==> config.mk <==
export PLATFORM = sky130hd
export DESIGN_NAME = hdlc_crc_and_async_timeout
export DESIGN_NICKNAME = d
export VERILOG_FILES = /design/src/core/hdlc_crc_pkg.sv /design/src/core/hdlc_crc_and_async_timeout.sv
export VERILOG_INCLUDE_DIRS = /design/src /design/src/core
export SDC_FILE = /design/constraint.sdc
export NUM_CORES = 1
export LEC_CHECK = 0
export BUFFER_PORTS_ARGS = -buffer_cell sky130_fd_sc_hd__clkbuf_2
export CORE_ASPECT_RATIO = 1.1
export CORE_UTILIZATION = 35
export DETAILED_ROUTE_END_ITERATION = 12
export SYNTH_ARGS = -nofsm -noshare
export SYNTH_HDL_FRONTEND = slang
export SYNTH_SLANG_ARGS = --single-unit
==> constraint.sdc <==
create_clock -name clk_in -period 6.9 [get_ports clk_in]
set_input_delay 0.69 -clock clk_in [delete_from_list [all_inputs] [get_ports clk_in]]
set_output_delay 0.69 -clock clk_in [all_outputs]
set_load 0.02 [all_outputs]
==> src/core/hdlc_crc_consts.svh <==
// Register map, field positions and fixed values for the channel options.
`ifndef HDLC_CRC_CONSTS_SVH
`define HDLC_CRC_CONSTS_SVH
`define CFG2_CH0_OFS 12'h110
`define CFG2_CH1_OFS 12'h190
`define CFG2_CH2_OFS 12'h210
`define CFG2_CH3_OFS 12'h290
`define STATUS_OFS 12'h300
`define MASK_OFS 12'h304
`define CFG2_RESET 32'h0000_0000
`define STAT_RESET 3'h0
`define BIT_CRC_WIDTH 0
`define BIT_CRC_PRESET 2
`define BIT_SHARED_FLAG 7
`define BIT_TO_ENABLE 15
`define TO_LEN_LSB 8
`define TO_LEN_MSB 14
`define ST_TIMEOUT 0
`define ST_FRAME_OK 1
`define ST_FRAME_BAD 2
`define FLAG_PATTERN 8'h7E
`define POLY16_REFL 32'h0000_8408
`define POLY32_REFL 32'hEDB8_8320
`define PRESET16_ONES 32'h0000_FFFF
`define PRESET32_ONES 32'hFFFF_FFFF
`define PRESET_ZEROS 32'h0000_0000
`define CRC16_BYTES 4'h2
`define CRC32_BYTES 4'h4
`define HEADER_BYTES 4'h2
`define CHARS_PER_UNIT 2
`endif

==> src/core/hdlc_crc_pkg.sv <==
// Types shared by the channel option logic.
package hdlc_crc_pkg;
	typedef struct packed {
		logic to_enable;
		logic [6:0] to_len;
		logic shared_flag;
		logic crc_preset;
		logic crc_wide;
	} chan_cfg_t;
	typedef enum logic [1:0] {TX_DATA, TX_CLOSE, TX_OPEN} tx_state_t;
endpackage

==> src/core/hdlc_crc_and_async_timeout.sv <==
// Channel framing options: flags, CRC preset/width, async time-out, APB.
// Notes on behaviour
// - Queued next frame reuses closing flag.
// - Shared flag off sends two flags.
// - Receiver accepts shared flags and zeros.
// - Time-out issues receive frame end command.
// - Time-out forces FIFO forward below threshold.
// - Time-out closes descriptor with block end.
// - Time-out processing only when enabled.
// - Time-out after silence of configured period.
// - Period is (length+1) times four characters.
// - Character time counts start, parity, stop.
// - Preset zero selects all-ones CRC start.
// - Preset one selects all-zeros CRC start.
// - Width select picks 16 or 32 CRC.
// - Minimum frame length follows CRC bytes.
// - Config two registers reset zero, RW.
//
// Added by the designer: the APB slave port.
`timescale 1ns/1ns
`include "hdlc_crc_consts.svh"
module hdlc_crc_and_async_timeout
	import hdlc_crc_pkg::*;
#(
	parameter int CHAN_SEL = 0,
	parameter int LEN_W = 12
) (
	// Clock and reset.
	input wire logic clk_in,
	input wire logic sys_rst_in,
	// APB slave.
	input wire logic psel_in,
	input wire logic penable_in,
	input wire logic pwrite_in,
	input wire logic [11:0] paddr_in,
	input wire logic [31:0] pwdata_in,
	output logic [31:0] prdata_out,
	output logic pready_out,
	output logic pslverr_out,
	output logic irq_out,
	// Transmit framing.
	input wire logic tx_frame_done_in,
	input wire logic tx_next_queued_in,
	input wire logic tx_bit_valid_in,
	input wire logic tx_bit_in,
	output logic tx_flag_out,
	output logic tx_start_next_out,
	output logic [31:0] tx_crc_out,
	// HDLC receive bit stream.
	input wire logic rx_bit_valid_in,
	input wire logic rx_bit_in,
	output logic rx_flag_out,
	output logic rx_frame_ok_out,
	output logic rx_frame_bad_out,
	output logic [31:0] rx_crc_out,
	// Asynchronous receive time-out.
	input wire logic bit_tick_in,
	input wire logic [3:0] char_frame_bits_in,
	input wire logic rx_char_done_in,
	output logic receive_frame_end_command_out,
	output logic fifo_force_forward_out,
	output logic dma_block_end_out
);

	// One serial CRC step, LSB first, reflected polynomial.
	function automatic logic [31:0] crc_step(input logic [31:0] c,
			input logic b, input logic wide);
		logic fb;
		logic [31:0] poly;
		fb = c[0] ^ b;
		poly = wide ? `POLY32_REFL : `POLY16_REFL;
		crc_step = (c >> 1) ^ (fb ? poly : `PRESET_ZEROS);
	endfunction

	logic [31:0] cfg_q [4];
	logic [2:0] stat_q, stat_d, mask_q;
	logic [31:0] prdata_q;
	logic pready_q, pslverr_q, irq_q;
	chan_cfg_t cfg;

	// Field decode of the register that steers this channel.
	assign cfg.crc_wide = cfg_q[CHAN_SEL][`BIT_CRC_WIDTH];
	assign cfg.crc_preset = cfg_q[CHAN_SEL][`BIT_CRC_PRESET];
	assign cfg.shared_flag = cfg_q[CHAN_SEL][`BIT_SHARED_FLAG];
	assign cfg.to_enable = cfg_q[CHAN_SEL][`BIT_TO_ENABLE];
	assign cfg.to_len = cfg_q[CHAN_SEL][`TO_LEN_MSB:`TO_LEN_LSB];

	// Address decode; the access phase ends one cycle after it starts.
	wire access = psel_in & penable_in;
	wire done = access & pready_q;
	wire hit0 = paddr_in == `CFG2_CH0_OFS;
	wire hit1 = paddr_in == `CFG2_CH1_OFS;
	wire hit2 = paddr_in == `CFG2_CH2_OFS;
	wire hit3 = paddr_in == `CFG2_CH3_OFS;
	wire hit_st = paddr_in == `STATUS_OFS;
	wire hit_mk = paddr_in == `MASK_OFS;
	wire mapped = hit0 | hit1 | hit2 | hit3 | hit_st | hit_mk;
	wire [3:0] hit_cfg = {hit3, hit2, hit1, hit0};
	wire [31:0] rd_mux = hit0 ? cfg_q[0] : hit1 ? cfg_q[1] :
		hit2 ? cfg_q[2] : hit3 ? cfg_q[3] :
		hit_st ? {29'h0, stat_q} : hit_mk ? {29'h0, mask_q} :
		32'h0000_0000;
	wire st_read = done & ~pwrite_in & hit_st;

	// Bus handshake and read data, all registered.
	always_ff @(posedge clk_in) begin
		if (sys_rst_in) begin
			pready_q <= 1'b0;
			pslverr_q <= 1'b0;
			prdata_q <= 32'h0000_0000;
		end else begin
			pready_q <= access & ~pready_q;
			pslverr_q <= access & ~pready_q & ~mapped;
			prdata_q <= (access & ~pready_q) ? rd_mux : 32'h0000_0000;
		end
	end

	// Config registers: written only at the completing edge.
	always_ff @(posedge clk_in) begin
		for (int i = 0; i < 4; i++) begin
			if (sys_rst_in)
				cfg_q[i] <= `CFG2_RESET;
			else if (done & pwrite_in & hit_cfg[i])
				cfg_q[i] <= pwdata_in;
		end
	end

	// Mask register.
	always_ff @(posedge clk_in) begin
		if (sys_rst_in)
			mask_q <= `STAT_RESET;
		else if (done & pwrite_in & hit_mk)
			mask_q <= pwdata_in[2:0];
	end

	// Transmit flag sequencing after each frame.
	tx_state_t tx_q, tx_d;
	logic tx_flag_q, tx_next_q;
	always_comb begin
		tx_d = tx_q;
		case (tx_q)
			TX_DATA: if (tx_frame_done_in) tx_d = TX_CLOSE;
			TX_CLOSE: if (tx_next_queued_in & ~cfg.shared_flag)
				tx_d = TX_OPEN;
				else tx_d = TX_DATA;
			TX_OPEN: tx_d = TX_DATA;
			default: tx_d = TX_DATA;
		endcase
	end
	always_ff @(posedge clk_in) begin
		if (sys_rst_in) begin
			tx_q <= TX_DATA;
			tx_flag_q <= 1'b0;
			tx_next_q <= 1'b0;
		end else begin
			tx_q <= tx_d;
			tx_flag_q <= (tx_q == TX_CLOSE) | (tx_q == TX_OPEN);
			// The closing flag opens the next frame when sharing.
			tx_next_q <= (tx_q == TX_CLOSE & tx_next_queued_in &
				cfg.shared_flag) | (tx_q == TX_OPEN);
		end
	end

	// CRC preset depends on width and preset select.
	wire [31:0] preset = cfg.crc_preset ? `PRESET_ZEROS :
		cfg.crc_wide ? `PRESET32_ONES : `PRESET16_ONES;

	// Transmit CRC restarts at each frame boundary.
	logic [31:0] tx_crc_q;
	always_ff @(posedge clk_in) begin
		if (sys_rst_in)
			tx_crc_q <= `PRESET_ZEROS;
		else if (tx_flag_q)
			tx_crc_q <= preset;
		else if (tx_bit_valid_in)
			tx_crc_q <= crc_step(tx_crc_q, tx_bit_in, cfg.crc_wide);
	end

	// Receive flag hunt over a sliding window: a zero shared by two
	// flags, or one flag between frames, is seen without a gap.
	logic [7:0] rx_sh_q;
	logic [LEN_W-1:0] rx_bits_q;
	logic [31:0] rx_crc_q;
	logic rx_flag_q, rx_ok_q, rx_bad_q;
	wire [7:0] rx_sh_d = {rx_bit_in, rx_sh_q[7:1]};
	wire rx_flag_now = rx_bit_valid_in & (rx_sh_d == `FLAG_PATTERN);
	wire [3:0] crc_bytes = cfg.crc_wide ? `CRC32_BYTES : `CRC16_BYTES;
	wire [LEN_W-1:0] min_bits = LEN_W'((crc_bytes + `HEADER_BYTES) * 8);
	// Flag bits minus one were already counted as frame bits.
	wire [LEN_W-1:0] frame_bits = rx_bits_q - LEN_W'(7);
	wire had_frame = rx_bits_q > LEN_W'(7);
	wire long_enough = frame_bits >= min_bits;
	always_ff @(posedge clk_in) begin
		if (sys_rst_in) begin
			rx_sh_q <= 8'h00;
			rx_bits_q <= '0;
			rx_crc_q <= `PRESET_ZEROS;
			rx_flag_q <= 1'b0;
			rx_ok_q <= 1'b0;
			rx_bad_q <= 1'b0;
		end else begin
			rx_flag_q <= rx_flag_now;
			rx_ok_q <= rx_flag_now & had_frame & long_enough;
			rx_bad_q <= rx_flag_now & had_frame & ~long_enough;
			if (rx_bit_valid_in)
				rx_sh_q <= rx_sh_d;
			if (rx_flag_now) begin
				rx_bits_q <= '0;
				rx_crc_q <= preset;
			end else if (rx_bit_valid_in) begin
				if (rx_bits_q != '1)
					rx_bits_q <= rx_bits_q + LEN_W'(1);
				rx_crc_q <= crc_step(rx_crc_q, rx_bit_in, cfg.crc_wide);
			end
		end
	end

	// Asynchronous idle timer in whole character frame times.
	logic [3:0] bit_cnt_q;
	logic [9:0] char_cnt_q;
	logic armed_q, to_q;
	wire [9:0] char_limit = 10'((cfg.to_len + 10'd1) <<
		`CHARS_PER_UNIT);
	wire char_end = bit_tick_in &
		(bit_cnt_q == char_frame_bits_in - 4'd1);
	wire expire = char_end & (char_cnt_q == char_limit - 10'd1) &
		armed_q & cfg.to_enable;
	always_ff @(posedge clk_in) begin
		if (sys_rst_in | rx_char_done_in | ~cfg.to_enable) begin
			bit_cnt_q <= 4'h0;
			char_cnt_q <= 10'h000;
		end else if (bit_tick_in) begin
			bit_cnt_q <= char_end ? 4'h0 : bit_cnt_q + 4'd1;
			if (char_end & armed_q)
				char_cnt_q <= char_cnt_q + 10'd1;
		end
	end
	// Arming waits for a character so a silent line fires only once.
	always_ff @(posedge clk_in) begin
		if (sys_rst_in) begin
			armed_q <= 1'b0;
			to_q <= 1'b0;
		end else begin
			to_q <= expire;
			if (rx_char_done_in)
				armed_q <= 1'b1;
			else if (expire)
				armed_q <= 1'b0;
		end
	end

	// Sticky status: a hardware set wins over the read clear.
	wire [2:0] stat_set = {rx_bad_q, rx_ok_q, to_q};
	assign stat_d = (st_read ? 3'h0 : stat_q) | stat_set;
	always_ff @(posedge clk_in) begin
		if (sys_rst_in) begin
			stat_q <= `STAT_RESET;
			irq_q <= 1'b0;
		end else begin
			stat_q <= stat_d;
			irq_q <= |(stat_d & mask_q);
		end
	end

	// Output drive.
	assign prdata_out = prdata_q;
	assign pready_out = pready_q;
	assign pslverr_out = pslverr_q;
	assign irq_out = irq_q;
	assign tx_flag_out = tx_flag_q;
	assign tx_start_next_out = tx_next_q;
	assign tx_crc_out = tx_crc_q;
	assign rx_flag_out = rx_flag_q;
	assign rx_frame_ok_out = rx_ok_q;
	assign rx_frame_bad_out = rx_bad_q;
	assign rx_crc_out = rx_crc_q;
	// One pulse serves all three consumers of the time-out marker.
	assign receive_frame_end_command_out = to_q;
	assign fifo_force_forward_out = to_q;
	assign dma_block_end_out = to_q;

	a_shared_one_flag: assert property (@(posedge clk_in)
		disable iff (sys_rst_in)
		(tx_q == TX_CLOSE && tx_next_queued_in && cfg.shared_flag)
		|=> tx_flag_q && tx_next_q ##1 !tx_flag_q)
		else $error("shared flag not reused");
	a_two_flags: assert property (@(posedge clk_in)
		disable iff (sys_rst_in)
		(tx_q == TX_CLOSE && tx_next_queued_in && !cfg.shared_flag)
		|=> tx_flag_q && !tx_next_q ##1 tx_flag_q && tx_next_q)
		else $error("separate flags not sent");
	a_rx_flag_seen: assert property (@(posedge clk_in)
		disable iff (sys_rst_in)
		(rx_bit_valid_in && {rx_bit_in, rx_sh_q[7:1]} == 8'h7E)
		|=> rx_flag_q)
		else $error("flag missed");
	a_timeout_pulse: assert property (@(posedge clk_in)
		disable iff (sys_rst_in)
		to_q |-> receive_frame_end_command_out &&
		fifo_force_forward_out && dma_block_end_out
		##1 !to_q && stat_q[`ST_TIMEOUT])
		else $error("time-out marker wrong");
	a_timeout_gated: assert property (@(posedge clk_in)
		disable iff (sys_rst_in)
		!cfg.to_enable && !$past(cfg.to_enable) |-> !to_q)
		else $error("time-out while disabled");
	a_once_per_idle: assert property (@(posedge clk_in)
		disable iff (sys_rst_in)
		to_q && !rx_char_done_in |=> !armed_q)
		else $error("timer still armed");
	a_count_limit: assert property (@(posedge clk_in)
		disable iff (sys_rst_in)
		expire |-> char_cnt_q == 10'(((cfg.to_len + 1) * 4) - 1))
		else $error("wrong period");
	a_preset_value: assert property (@(posedge clk_in)
		disable iff (sys_rst_in)
		$rose(tx_flag_q) |=> tx_crc_q == (cfg.crc_preset ? 32'h0 :
		cfg.crc_wide ? 32'hFFFF_FFFF : 32'h0000_FFFF))
		else $error("bad CRC preset");
	a_min_length: assert property (@(posedge clk_in)
		disable iff (sys_rst_in)
		rx_ok_q |-> $past(frame_bits) >=
		(cfg.crc_wide ? 12'd48 : 12'd32))
		else $error("short frame passed");
	a_reg_reset: assert property (@(posedge clk_in)
		$past(sys_rst_in) |-> cfg_q[CHAN_SEL] == 32'h0)
		else $error("config not reset");
endmodule

# Yosys cells after proc, flatten, opt, wreduce, memory -nomap -nowiden
# Memories as Yosys holds them, arrays and structs flattened.
# Cells that the tools add are included.
# word_totals
regBits	148
ram_bits	128
input_bits	61
n_memories	1
# op_classes
addsub	8
magnitude_cmp	2
eq_ne	13
mux	41
n_bitwise	50
n_reduce_logical	9
# mem_list
memory	words	width	read_ports	rd_clocked_by_memory_dff	write_ports	line	rtl
cfg_q	4	32	4	0	4	hdlc_crc_and_async_timeout.sv:75	logic [31:0] cfg_q [4];
# ops
operator	n
$mux W32	17
$xor A31 B32 Y32	2
$eq A12 B10 Y1 const B	4
$and A1 B1 Y1	24
$eq A12 B9 Y1 const B	2
$mux W1	16
$or A1 B1 Y1	13
$add A12 B1 Y12 const B	1
$ge A12 B7 Y1	1
$gt A12 B3 Y1 const B	1
$mux W3	4
$ne A12 B12 Y1 const B	1
$sub A12 B3 Y12 const B	1
$add A10 B1 Y10 const B	1
$eq A10 B10 Y1	1
$sub A10 B1 Y10 const B	1
$add A7 B1 Y8 const B	1
$eq A8 B7 Y1 const B	1
$not A1 Y1	7
$reduce_bool A2 Y1	3
$add A3 B2 Y4 const B	1
$add A4 B1 Y4 const B	1
$eq A4 B4 Y1	1
$mux W2	2
other kinds (13)	16

# Longest topological paths before layout
# An unclocked memory read counts as a cell.
# logic_depth
depth_word	9
ltp_mapped	11
ltp_nobuf	10

# Least setup slack after synthesis
# No wires, ideal clock.
# synth_timing
kind	input to register
startpoint	input port paddr_in[1]
endpoint	memory cfg_q[2][0], enable pin
setup_time_ps	466
t_arrival_ps	3915
setup_slack_ps	2519
path_stages	5
path_cell_list	nor3_2 nand4_2 nor3_4 nand2b_1 o21ai_0
# synth_lines
element	line	rtl
from (decl)	hdlc_crc_and_async_timeout.sv:35	input wire logic [11:0] paddr_in,
to (decl)	hdlc_crc_and_async_timeout.sv:75	

# Worst setup path after layout
# layout_timing
startpoint	input port rx_bit_valid_in
endpoint	register rx_bits_q[9]
# layout_between
elab_chain_len	2
elab_cells_between_ends	3
cone_classes	1 x bitwise; 2 x reduce/logical
# layout_lines
element	line	rtl
from (decl)	hdlc_crc_and_async_timeout.sv:50	input wire logic rx_bit_valid_in,
$and A1 B1 Y1	hdlc_crc_and_async_timeout.sv:186	wire rx_flag_now = rx_bit_valid_in & (rx_sh_d == `FLAG_PATTERN);
$reduce_or A2 Y1 (no line)	n/a	
to (signal assigned)	hdlc_crc_and_async_timeout.sv:212	rx_bits_q <= rx_bits_q + LEN_W'(1);
to (decl)	hdlc_crc_and_async_timeout.sv:182	logic [LEN_W-1:0] rx_bits_q;
# Several ways; a longest one is shown, not always the timed one.
# A chain may end at the register's enable or synchronous reset.

==> results.cfg <==
[clock_tree]
clk_pin_slew_ns = 0.06
clock_path_buffers = 3
cts_max_level = 1
cts_sinks = 275
postCtsSetupBuffers = 0
numCtsBuffers = 30
cts_tree = built
clock_latency_ns = 0.55
cts_hold_buf = 0
cts_resized = 0
root_buffer = clkbuf_16

[route]
num_vias = 8755
first_pass_iters = 5
ant_nets = 0
drc = 0
drt_wl_total_um = 28600
wl_per_cell_um = 16.4
viasPerCell = 5.04
drt_iter0_markers = 479

[outcome]
status = complete, no violations

[cells_and_area]
multi_input_area_sq_um = 4900
drive_above_1_share_pct = 19.6
layout_common_cells = clkbuf_2 (167), dfxtp_1 (147), and2_1 (136), edfxtp_1 (128), nor2_1 (124)
finalNetCount = 1353
syn_to_final_growth_pct = 19.0
fillers = 3250
stdcell_count = 1738
register_area_sq_um = 6790
layout_commonest_cell = clkbuf_2

[sta]
worstMarginPinSlew_ns = 1.15
drv_slew = 0
setup_viol = 0
fmaxAchievable_mhz = 349
relSlewSlack_pct = 23.2
final_hold_viol_count = 0
rsz0062_at_grt = no
finClkSkew_ns = 0.0106
hold_slack_ns = 0.396
fin_setup_tns_ns = 0
period_needed_ns = 2.86
fin_crit_sh_pct = 41.5

[placed_design]
port_buffers = 167
hpwl_um = 18000
dp.cells = 1681
gp_congestion = 0.803

[yosys]
synth_edf_count = 128
ys_top_cells_by_area = edfxtp_1 (32%), dfxtp_1 (25%), and2_1 (7.1%)
synthesis.area_sq_um = 12000
synth.largest_area_cell = edfxtp_1
syn_inst = 1143
synth_nets = 1215
synth_flop_cell = dfxtp_1
ys_seq_area_share_pct = 56.5
syn-mean-instance-area_sq_um = 10.5
synth_top_area_share_pct = 32.0
ys_warn_count = 0
ys_async_sr_fraction_pct = 0
synthDistinctLibCells = 62
synth_seq_cells = 275

[floorplan]
initial_core_util_pct = 35.8
core-area_sq_um = 33500
die_height_um = 196
die-area_sq_um = 35000
die_w_um = 179
ioPinCount = 168
row_count = 70

[critical_path]
cp_top_family = buffers and inverters
path_cells = clkbuf_2, buf_4, clkinv_1, a31oi_2, nand3_1, or3_1, a21oi_1
reg2reg_from = rx_bits_q[0]
path_class = in -> reg
start_kind = input port
path_max_fanout = 49
path_buf_inv = 3
critPathMaxStageDelay_ns = 0.79
cp-end-kind = flip-flop
cp_slowest_cell = clkinv_1
arrival_ns = 3.33
crit_start = rx_bit_valid_in
cp.required_ns = 7.37

[power_and_ir_drop]
p_total_w = 0.00371
vdd_drop_max_v = 0.000173
leakagePower_nw = 5.49
cellPowerDensity_nw_per_um2 = 260

[hold_path]
hold_path.class = in -> reg
min-delay-start = tx_frame_done_in

[global_route]
grt_antenna_before_repair = 3
overflow = 0
grt_pass1_vias = 8291
grt_pass1_wl_um = 44700
grt_usage_pct = 16.0
grt_max_degree = 65

[flow_run]
cap_viol_max_count = 0
logic make-up (layout without fill, tap and decap cells):
logic type | count (synthesis) | after routing | share of synthesized area (%)
DFF | 275 | 275 | 56.5
muxes | 20 | 20 | 1.69
other | 0 | 1 | 0
xor gates and xnor gates | 67 | 67 | 5.00
buffers and inverters | 92 | 254 | 3.18
adders and majority gates | 11 | 11 | 1.15
AOI/OAI and AO/OA | 251 | 251 | 13.5
and+or+nand+nor | 427 | 427 | 19.0
metrics by stage:
step / util (%) / setup WS (ns) / cell area (sq um)
4_1_cts: 42.6 / 4.06 / 14300
6_report: 42.6 / 4.04 / 14300
2_1_floorplan: - / 2.52 / 12000
3_3_place_gp: 39.5 / 3.52 / 13200
5_1_grt: 42.6 / 3.74 / 14300
3_5_place_dp: 39.5 / 3.47 / 13200
state kept, by name, indices dropped and copies added, names as in the netlist, 2 cells and up:
name        cells
cfg_q         128
rx_sh_q         7
rx_bits_q      12
bit_cnt_q       4
char_cnt_q     10
tx_crc_out     32
mask_q          3
prdata_out     32
stat_q          3
rx_crc_out     32
tx_q            2
per-layer routing:
metal / track usage [%] / wire (um) / vias up
met5: 0 / 27 / -
met4: 3.89 / 478 / 4
met3: 3.41 / 1800 / 38
met2: 26.3 / 13300 / 222
met1: 21.4 / 13000 / 4169
li1: - / - / 4322
final cells by class:
cell class	count	share of cell area (%)
Multi-Input combinational cell	776	34.3
Tap cell	432	3.78
Inverter	14	0.368
Timing Repair Buffer	184	6.74
Sequential cell	275	47.5
Clock buffer	43	6.09
Clock inverter	13	1.20
Antenna cell	1	0.0175
worst paths after layout:
path	endpoint	slack, ns	depth (start not counted)
min	tx_q[0]	0.40	2
max	rx_bits_q[9]	4.04	7
min reg2reg	irq_out	0.46	2
max reg2reg	rx_frame_ok_out	4.50	10
report_power, final:
part	switching (W)	leakage [nW]	internal (W)
Combinational	0.000157	2.45	0.0000899
Sequential	0.0000364	2.53	0.00176
Clock	0.000649	0.516	0.00102
synthesized netlist by cell type (2+ instances only):
cell type,number
a21oi_1,99
buf_1,10
edfxtp_1,128
nand3_1,16
nand2b_1,9
o21ai_0,13
mux2i_1,18
dfxtp_1,147
nor2b_1,24
or3_1,5
a222oi_1,2
nand2_1,60
xnor2_1,31
clkbuf_1,47
nor4_1,2
mux2_2,2
nand4_1,14
and2_1,136
a211o_1,5
a211oi_1,25
nor3_1,9
ha_1,11
and3_1,7
o211ai_1,27
a22oi_1,59
a31oi_1,3
o22ai_1,6
nor2_1,128
buf_4,4
inv_1,12
buf_2,17
o31ai_1,2
nor3_4,2
xor2_1,35
(Power assumes the default switching activity.)
